==> src/include/php_cfg.svh <==
`ifndef PHP_CFG_SVH
`define PHP_CFG_SVH

`define PHP_ADDR_W 5
`define PHP_DATA_W 16
`define PHP_CLK_MHZ 40
`define PHP_CLK_MAX_MHZ 66
`define PHP_ACK_OE_N_RST 1'h1
`define PHP_DATA_OE_N_RST 1'h1
`define PHP_SCAN_OE_N_RST 1'h1
`define PHP_SCAN_TMS_RST 1'h1
`define PHP_SYNC_RST 2'h3

`endif

==> src/include/php_pkg.sv <==
`default_nettype none
package php_pkg;

  typedef enum logic [2:0] {
    PHP_IDLE,
    PHP_WR_CAPTURE,
    PHP_RD_REQUEST,
    PHP_RD_WAIT,
    PHP_RD_DRIVE,
    PHP_ACK,
    PHP_FINISH
  } php_state_t;

endpackage
`default_nettype wire

==> src/rtl/php_parallel_host_port.sv <==
// Functional notes
// [RL1] All logic of this port runs from the one system clock, rated up to 66 MHz.
// [RL2] The hardware reset clears every register of the port asynchronously to its default.
// [RL3] The hardware reset is synchronized and merged with the software reset into one internal reset.
// [RL4] A high output-enable control floats all scan-side outputs.
// [RL5] The data bus is 16 bits wide, with a 5-bit address.
// [RL6] Transfers happen only while chip select is low; otherwise data and acknowledge float.
// [RL7] Read/write select high means a read cycle and low means a write cycle.
// [RL8] Strobe falling starts the data phase and strobe rising ends it.
// [RL9] Data drivers float whenever strobe is high, even in a read cycle.
// [RL10] The acknowledge is open drain: it either pulls low or floats.
// [RL11] In a write the acknowledge pulls low after the data is captured and floats when the cycle ends.
// [RL12] In a read the acknowledge pulls low only after valid data is on the bus and floats when the cycle ends.
// [RL13] The interrupt output is high whenever any enabled event is pending.
// [RL14] Chip select, strobe and read/write are synchronized before any cycle decoding.
// [RL15] The host holds address, select, direction and data stable while strobe is low and lifts it after acknowledge.
`timescale 1ns/100ps
`include "php_cfg.svh"
`default_nettype none

module php_parallel_host_port
  import php_pkg::*;
#(
  parameter int DATA_W = `PHP_DATA_W,
  parameter int ADDR_W = `PHP_ADDR_W,
  parameter int IRQ_W = 8
) (
  input wire logic i_sys_clk,
  input wire logic i_rst,
  input wire logic i_soft_rst,
  input wire logic i_chip_select_n,
  input wire logic i_read_not_write,
  input wire logic i_transfer_strobe_n,
  input wire logic [ADDR_W-1:0] i_address,
  input wire logic [DATA_W-1:0] i_data,
  output logic [DATA_W-1:0] o_data,
  output logic o_data_oe_n,
  output logic o_transfer_ack_n,
  output logic o_transfer_ack_oe_n,
  output logic o_wr_req,
  output logic [ADDR_W-1:0] o_wr_addr,
  output logic [DATA_W-1:0] o_wr_data,
  output logic o_rd_req,
  output logic [ADDR_W-1:0] o_rd_addr,
  input wire logic [DATA_W-1:0] i_rd_data,
  input wire logic i_rd_valid,
  input wire logic [IRQ_W-1:0] i_irq_pending,
  input wire logic [IRQ_W-1:0] i_irq_enable,
  output logic o_int,
  input wire logic i_scan_output_disable,
  input wire logic i_scan_tdo,
  input wire logic i_scan_tms,
  input wire logic i_scan_tck,
  output logic o_scan_tdo,
  output logic o_scan_tms,
  output logic o_scan_tck,
  output logic o_scan_oe_n,
  output logic o_internal_sync_reset_n
);

  localparam int CTL_W = 3 + ADDR_W + DATA_W + 1;

  // Pin synchronizers: stage one is read only by stage two
  logic [CTL_W-1:0] pin_meta;
  logic [CTL_W-1:0] pin_sync;
  logic [CTL_W-1:0] next_pin_meta;
  logic [CTL_W-1:0] next_pin_sync;
  logic [1:0] rst_sync;
  logic [1:0] next_rst_sync;

  logic cs_n_s;
  logic rnw_s;
  logic stb_n_s;
  logic [ADDR_W-1:0] addr_s;
  logic [DATA_W-1:0] data_s;
  logic oe_dis_s;

  php_state_t state;
  php_state_t next_state;
  logic [DATA_W-1:0] next_data;
  logic next_data_oe_n;
  logic next_ack_oe_n;
  logic next_wr_req;
  logic [ADDR_W-1:0] next_wr_addr;
  logic [DATA_W-1:0] next_wr_data;
  logic next_rd_req;
  logic [ADDR_W-1:0] next_rd_addr;
  logic next_int;
  logic next_scan_tdo;
  logic next_scan_tms;
  logic next_scan_tck;
  logic next_scan_oe_n;
  logic cycle_live;

  always_comb begin
    next_pin_meta = {i_chip_select_n, i_read_not_write, i_transfer_strobe_n, i_address, i_data,
                     i_scan_output_disable}; // [RL14]
    next_pin_sync = pin_meta;
    // Soft reset passes its own two-stage synchronizer, as deep as the pin synchronizer
    next_rst_sync = {rst_sync[0], ~i_soft_rst}; // [RL3]
  end

  always_ff @(posedge i_sys_clk or posedge i_rst) begin
    if (i_rst) begin // [RL2]
      pin_meta <= {1'h1, 1'h1, 1'h1, {ADDR_W{1'h0}}, {DATA_W{1'h0}}, 1'h1};
      pin_sync <= {1'h1, 1'h1, 1'h1, {ADDR_W{1'h0}}, {DATA_W{1'h0}}, 1'h1};
      rst_sync <= ~`PHP_SYNC_RST;
    end else begin
      pin_meta <= next_pin_meta;
      pin_sync <= next_pin_sync;
      rst_sync <= next_rst_sync;
    end
  end

  assign {cs_n_s, rnw_s, stb_n_s, addr_s, data_s, oe_dis_s} = pin_sync;
  assign o_internal_sync_reset_n = rst_sync[1]; // [RL3]

  // Transfer FSM; all decoding uses synchronized pins only
  always_comb begin
    cycle_live = ~cs_n_s & ~stb_n_s; // [RL6] [RL8]
    next_state = state;
    next_data = o_data;
    next_wr_req = 1'h0;
    next_wr_addr = o_wr_addr;
    next_wr_data = o_wr_data;
    next_rd_req = 1'h0;
    next_rd_addr = o_rd_addr;
    case (state)
      PHP_IDLE: begin
        if (cycle_live) begin // [RL8]
          if (rnw_s) begin // [RL7]
            next_state = PHP_RD_REQUEST;
          end else begin
            next_state = PHP_WR_CAPTURE;
          end
        end
      end
      PHP_WR_CAPTURE: begin
        // Host holds data stable while strobe is low
        next_wr_req = 1'h1; // [RL15]
        next_wr_addr = addr_s;
        next_wr_data = data_s;
        next_state = PHP_ACK;
      end
      PHP_RD_REQUEST: begin
        next_rd_req = 1'h1;
        next_rd_addr = addr_s;
        next_state = PHP_RD_WAIT;
      end
      PHP_RD_WAIT: begin
        if (!cycle_live) begin
          next_state = PHP_FINISH;
        end else if (i_rd_valid) begin
          next_data = i_rd_data;
          next_state = PHP_RD_DRIVE;
        end
      end
      PHP_RD_DRIVE: begin
        // One cycle with data driven before acknowledge falls
        next_state = cycle_live ? PHP_ACK : PHP_FINISH; // [RL12]
      end
      PHP_ACK: begin
        if (!cycle_live) begin // [RL8]
          next_state = PHP_FINISH;
        end
      end
      PHP_FINISH: begin
        next_state = PHP_IDLE;
      end
      default: begin
        next_state = PHP_IDLE;
      end
    endcase
    // Drivers follow the next state so they line up with it
    next_data_oe_n = ~(rnw_s & cycle_live & ((next_state == PHP_RD_DRIVE) |
                     ((next_state == PHP_ACK) & (state != PHP_WR_CAPTURE) & (state != PHP_IDLE)))); // [RL9] [RL6]
    next_ack_oe_n = ~(cycle_live & (next_state == PHP_ACK)); // [RL10] [RL11] [RL12]
    if (state == PHP_ACK && !rnw_s) begin
      next_data_oe_n = 1'h1;
    end
    next_int = |(i_irq_pending & i_irq_enable); // [RL13]
    next_scan_oe_n = oe_dis_s; // [RL4]
    next_scan_tdo = i_scan_tdo;
    next_scan_tms = i_scan_tms;
    next_scan_tck = i_scan_tck;
  end

  always_ff @(posedge i_sys_clk or posedge i_rst) begin // [RL1]
    if (i_rst) begin // [RL2]
      state <= PHP_IDLE;
      o_data <= {DATA_W{1'h0}}; // [RL5]
      o_data_oe_n <= `PHP_DATA_OE_N_RST;
      o_transfer_ack_oe_n <= `PHP_ACK_OE_N_RST;
      o_wr_req <= 1'h0;
      o_wr_addr <= {ADDR_W{1'h0}};
      o_wr_data <= {DATA_W{1'h0}};
      o_rd_req <= 1'h0;
      o_rd_addr <= {ADDR_W{1'h0}};
      o_int <= 1'h0;
      o_scan_oe_n <= `PHP_SCAN_OE_N_RST;
      o_scan_tdo <= 1'h0;
      o_scan_tms <= `PHP_SCAN_TMS_RST;
      o_scan_tck <= 1'h0;
      o_transfer_ack_n <= 1'h0;
    end else begin
      state <= next_state;
      o_data <= next_data;
      o_data_oe_n <= next_data_oe_n;
      o_transfer_ack_oe_n <= next_ack_oe_n;
      o_wr_req <= next_wr_req;
      o_wr_addr <= next_wr_addr;
      o_wr_data <= next_wr_data;
      o_rd_req <= next_rd_req;
      o_rd_addr <= next_rd_addr;
      o_int <= next_int;
      o_scan_oe_n <= next_scan_oe_n;
      o_scan_tdo <= next_scan_tdo;
      o_scan_tms <= next_scan_tms;
      o_scan_tck <= next_scan_tck;
      // Open drain: the output level is always low, only the enable moves
      o_transfer_ack_n <= 1'h0; // [RL10]
    end
  end

endmodule

`default_nettype wire

==> config.mk <==
export PLATFORM = sky130hd
export DESIGN_NAME = php_parallel_host_port
export DESIGN_NICKNAME = d
export VERILOG_FILES = /design/src/include/php_pkg.sv /design/src/rtl/php_parallel_host_port.sv
export VERILOG_INCLUDE_DIRS = /design/src /design/src/include
export SDC_FILE = /design/constraint.sdc
export NUM_CORES = 1
export LEC_CHECK = 0
export ABC_AREA = 1
export ABC_CLOCK_PERIOD_IN_PS = 3300
export BUFFER_PORTS_ARGS = -buffer_cell sky130_fd_sc_hd__buf_2
export CAP_MARGIN = 20
export CORE_MARGIN = 10
export CORE_UTILIZATION = 40
export DETAILED_ROUTE_END_ITERATION = 8
export GPL_TIMING_DRIVEN = 1
export PLACE_DENSITY = 0.78
export SETUP_SLACK_MARGIN = 0.02
export SLEW_MARGIN = 40
export SYNTH_ARGS = -nofsm -noshare
export SYNTH_HDL_FRONTEND = slang
export SYNTH_SLANG_ARGS = --single-unit
export TNS_END_PERCENT = 20
==> constraint.sdc <==
create_clock -name i_sys_clk -period 3.3 [get_ports i_sys_clk]
set_input_delay 0.495 -clock i_sys_clk [delete_from_list [all_inputs] [get_ports i_sys_clk]]
set_output_delay 0.495 -clock i_sys_clk [all_outputs]
set_load 0.02 [all_outputs]
======== After elaboration in Yosys (flattened, before gate mapping) ========
Index checks and enable logic that the tools add are counted.
word-level totals
  register bits ........................... 106
  input port bits ......................... 64
  output and inout bits ................... 53
  word-level logic and storage cells ...... 54
cells by class
  equal/unequal tests ..................... 8
  muxes and demuxes ....................... 10
  bitwise gates (word level) .............. 13
  reduce and logical (&&, ||, !) cells .... 6
operators by type and width
  cell                                           count
  case mux 3 bit (6 select lines)                1
  == test 3 bit, second input constant           4
  2-to-1 mux 3 bit                               4
  AND 8 bit                                      1
  OR reduction 8 bit                             1
  AND 1 bit                                      6
  == test 3 x 2 -> 1 bit, second input constant  2
  inverter 1 bit                                 5
  2-to-1 mux 2 bit                               2
  == test 3 x 1 -> 1 bit, second input constant  1
  logical NOT 3 bit                              1
  2-to-1 mux 1 bit                               3
  != test 3 x 1 -> 1 bit, second input constant  1
  AND reduction 3 bit                            1
  nonzero test 3 bit                             1
  logical AND 1 bit                              1
  logical NOT 1 bit                              1
  bitwise OR 1 bit                               1

======== Logic depth before layout (Yosys ltp) ========
  depth in word-level cells ............... 11
  mapped depth ............................ 8
  gate-level depth less buffers ........... 8

======== Least setup slack after synthesis ========
OpenSTA, ideal clock, no wires.
  path type ............................... reg2reg
  from .................................... reg state[2]
  to ...................................... reg o_data[10]
  setup time .............................. 0.117 ns
  arrival ................................. 1.175 ns
  required time ........................... 3.183 ns
  path slack .............................. 2.008 ns
  stages on the path, launching flop included .. 8
  buffers on the path ..................... 1
  period minus slack after synthesis ...... 1.292 ns
  cell sequence ........................... dfrtp_1 -> inv_2 -> nand2_2 -> nor3_4 -> inv_4 -> buf_6 -> nand2_1 -> nand2_1
on the way
  word-level cells in the longest chain between the ends .. 2
ends and longest elaborated chain
  what                                  line                           text
  start: declaration                    php_parallel_host_port.sv:78   php_state_t state;
  start signal: assignment              php_parallel_host_port.sv:206  state <= next_state;
  == test 3 x 2 -> 1 bit                php_parallel_host_port.sv:128  case (state)
  AND reduction 3 bit (no source line)  n/a
  end signal: assignment                php_parallel_host_port.sv:191  o_data <= {DATA_W{1'h0}};
  end signal: assignment                php_parallel_host_port.sv:207  o_data <= next_data;
  end: declaration                      php_parallel_host_port.sv:36   output logic [DATA_W-1:0] o_data,
No other way between the ends.
A chain may end at the register's enable or synchronous reset.

======== Final worst setup path ========
  from .................................... reg state[1]
  to ...................................... reg o_wr_data[1]
on the way
  word-level cells in the longest chain between the ends .. 1
ends and longest elaborated chain
  what                    line                           text
  == test 3 x 1 -> 1 bit  php_parallel_host_port.sv:128
  end signal: assignment  php_parallel_host_port.sv:196  o_wr_data <= {DATA_W{1'h0}};
  end signal: assignment  php_parallel_host_port.sv:212  o_wr_data <= next_wr_data;
  end: declaration        php_parallel_host_port.sv:42   output logic [DATA_W-1:0] o_wr_data,
No other way between the ends.

==> results.txt <==
----------------------------------------------------
[CTS]
  Clock buffer count from CTS ... 9
  Postcts setup bufs ... 0
  Later-pin clock latency in the skew report ... ~0.35 ns
  Maximum buffer depth of the clock tree ... 2
  CTS Root Buffer Type ... sky130_fd_sc_hd__clkbuf_8
  Number of hold-repair buffers added at the cts stage ... 0
  Number of sinks handled by clock tree synthesis ... 106
  CTS-repair resized insts ... 0
  Clock tree from TritonCTS ... yes
  Reg clk slew, reported paths ... 0.10 ns
  H-tree depth ... 3

[Die]
  Number of ports placed on the die boundary ... roughly 120
  Die area ... between 0.01 and 0.015 mm2
  Die span in y ... 113 um
  Core outline area ... just over 0.008 mm2
  Die W ... roughly 110 um
  Initial Util ... 0.415
  Num rows ... 33

[Power]
  Leak ... ~2.3 nW
  Worst supply voltage drop on vdd ... approximately 0.40 mV
  Total power of the final layout ... between 3 and 4 mW
  PD cells ... roughly 840 mW/mm2

[Drt]
  Average wire per cell in the routed design ... about 14 um
  Number of search-and-repair iterations in the first detailed-routing pass ... 4
  Final WL ... around 7400 um
  Drc violations ... 0
  Routed vias/inst ... between 4 and 5
  DR vias ... between 2000 and 2500
  Initial DRC Count ... 67
  Number of routed nets with antenna violations ... 0

[Placed design]
  Number of input and output port buffers inserted ... ~120
  DP HPWL ... roughly 5600 um
  Placed Instances ... about 500
  Final weighted congestion in routability-driven placement ... 0.772

[Timing]
  Max-slew headroom ... 0.570
  Setup repair after global routing missed its margin ... no
  Transition at the pin with the smallest max-transition slack ... around 0.64 ns
  Maximum achievable frequency ... 585 MHz
  Count of final hold-check violations ... 0
  Worst Skew ... about 0.011 ns
  Final count of negative-setup-slack endpoints ... 0
  Final worst-path cycle share ... 0.518
  Final Slew Violations ... 0
  Final worst path period need ... approximately 1.7 ns
  Post-Route Setup TNS ... 0 ns

[Cells and area]
  Fraction of layout cells with a size suffix above 1 ... 0.369
  Final non-filler cell total ... between 500 and 600
  Final Core Density ... 0.518
  Number of nets at the end of the flow ... approximately 470
  Diodes inserted ... 0
  Area growth from synthesis to final layout ... 24.7%

[Synthesis]
  Cell with the most instances after synthesis ... sky130_fd_sc_hd__nand2_1
  Area fraction of the dominant cell type after synthesis ... 0.683
  Sequential fraction of the synthesis area ... 0.775
  Post-synth top area cell ... sky130_fd_sc_hd__dfrtp_1
  Register bit total from synthesis ... 106
  Count of cell types in the netlist ... 20
  Total standard cell area after synthesis ... approximately 0.0034 mm2
  Mean cell area of the mapped netlist ... approximately 12 um2
  Count of mapped cells out of synthesis ... 290
  Number of flops mapped to enable cells by yosys ... 0
  Most instantiated flip-flop cell in the synthesis netlist ... sky130_fd_sc_hd__dfrtp_1
  Largest cells by area after synthesis ... sky130_fd_sc_hd__dfrtp_1 68%, sky130_fd_sc_hd__nand2_1 14%, sky130_fd_sc_hd__dfstp_2 9.2%, sky130_fd_sc_hd__inv_1 1.5%, sky130_fd_sc_hd__o21ai_0 1.5%
  Yosys synthesis warning count ... 0
  Most numerous cell types in the synthesized netlist ... 125 x sky130_fd_sc_hd__nand2_1, 94 x sky130_fd_sc_hd__dfrtp_1, 14 x sky130_fd_sc_hd__inv_1
  Syn nets ... 354
  Asr flop ratio synth ... 1.00

[Worst setup path]
  Endpoint kind of the worst setup timing path ... register
  Req. time, crit path ... 3.59 ns
  Worst setup path category ... reg2reg
  Worst setup SP type ... register
  Critical Path Fanout Max ... 28
  Signal arrival time at the worst endpoint ... ~2 ns

[GRT]
  Via count of the first global-routing pass ... roughly 2500
  GR Util met1 ... 0.131
  Initial antenna violation count ... 0
  Most utilized layer in the global route result ... met2
  GR met2 Demand/Resource ... 0.191
  Wire length of the first global-routing pass ... roughly 12000 um
  GRT Residual Overflow ... 0
  Overall global routing resource usage ... 0.116
  Maximum number of pins on one net before global-route repair ... 92
  GR Util met3 ... 0.0417

[Worst hold path]
  Hold Path Class ... in2async

[Flow run]
  Max capacitance violation total ... 0

[Run status]
  Status ... completed

----------------------------------------------------
cells by family (layout without fill, tap and decap cells):
logic type | Yosys count | count (layout) | synth area share
simple gates | 145 | 145 | 0.169
buf+inv | 25 | 150 | 0.0338
compound gates | 13 | 13 | 0.0218
flops | 106 | 106 | 0.775
other cells | 1 | 1 | 0.00109
cell usage in the layout, fill, tap and decap left out, types with 2 or more instances in the layout:
cell type	count
sky130_fd_sc_hd__buf_2	115
sky130_fd_sc_hd__nand2_2	2
sky130_fd_sc_hd__inv_2	3
sky130_fd_sc_hd__dfrtp_1	94
sky130_fd_sc_hd__o21ai_0	10
sky130_fd_sc_hd__clkinv_4	3
sky130_fd_sc_hd__nand2_1	125
sky130_fd_sc_hd__clkbuf_8	9
sky130_fd_sc_hd__inv_1	13
sky130_fd_sc_hd__nand3_1	4
sky130_fd_sc_hd__nor2_1	11
sky130_fd_sc_hd__dfstp_2	12
sky130_fd_sc_hd__inv_6	2
sky130_fd_sc_hd__a221oi_1	2
flip-flops by register name, summed over array words and instances (netlist names):
register	cells
next_pin_sync	25
o_data	16
o_data_oe_n	1
o_int	1
o_rd_addr	5
o_rd_req	1
o_scan_oe_n	1
o_scan_tck	1
o_scan_tdo	1
o_scan_tms	1
o_transfer_ack_oe_n	1
o_wr_addr	5
o_wr_data	16
o_wr_req	1
pin_sync	25
rst_sync	2
state	3
per-stage QoR:
step	area, um2	setup slack (ns)	hold WS (ns)
final	4300	1.59	0.214
after global routing	4300	1.39	0.199
after CTS	4290	1.54	0.210
after detailed placement	4120	1.55	0.335
after global placement	4110	1.58	0.332
after floorplan	3440	0.0360	0.331
power by group:
group / switching [mW] / internal [mW]
Combinational: 0.779 / 0.355
Sequential: 0.161 / 1.61
Clock: 0.425 / 0.283
layout make-up:
| cell class | count | area, um2 |
|---|---|---|
| Fill cell | 734 | 4000 |
| Tap cell | 105 | 131 |
| Clock buffer | 10 | 128 |
| Multi-Input combinational cell | 159 | 659 |
| Sequential cell | 106 | 2670 |
| Inverter | 18 | 77.6 |
| Clock inverter | 6 | 48.8 |
| Timing Repair Buffer | 116 | 583 |
worst paths after layout:
check | start | endpoint | slack, ns | cells after the start
min reg2reg | next_pin_sync[1] | pin_sync[1] | 0.36 | 0
max in group asynchronous | i_rst | pin_sync[18] | 2.42 | 3
min in group i_sys_clk | i_chip_select_n | next_pin_sync[24] | 0.23 | 1
max | state[1] | o_wr_data[1] | 1.59 | 5
min | i_rst | o_wr_data[15] | 0.21 | 2
max reg2reg | state[1] | o_wr_data[1] | 1.59 | 5
metal layers:
| metal | vias up | part of all wire |
|---|---|---|
| met1 | 1066 | 0.40 |
| met2 | 91 | 0.50 |
| li1 | 1116 | - |
| met5 | - | 0 |
| met3 | 15 | 0.072 |
| met4 | 0 | 0.022 |
critical path: stages (launching register included):
cell	delay, ns
sky130_fd_sc_hd__dfrtp_1	0.43
sky130_fd_sc_hd__inv_2	0.15
sky130_fd_sc_hd__nand3_2	0.46
sky130_fd_sc_hd__inv_2	0.44
sky130_fd_sc_hd__nand2_1	0.10
sky130_fd_sc_hd__nand2_1	0.07
No activity file was read; power rests on OpenSTA's default activity.
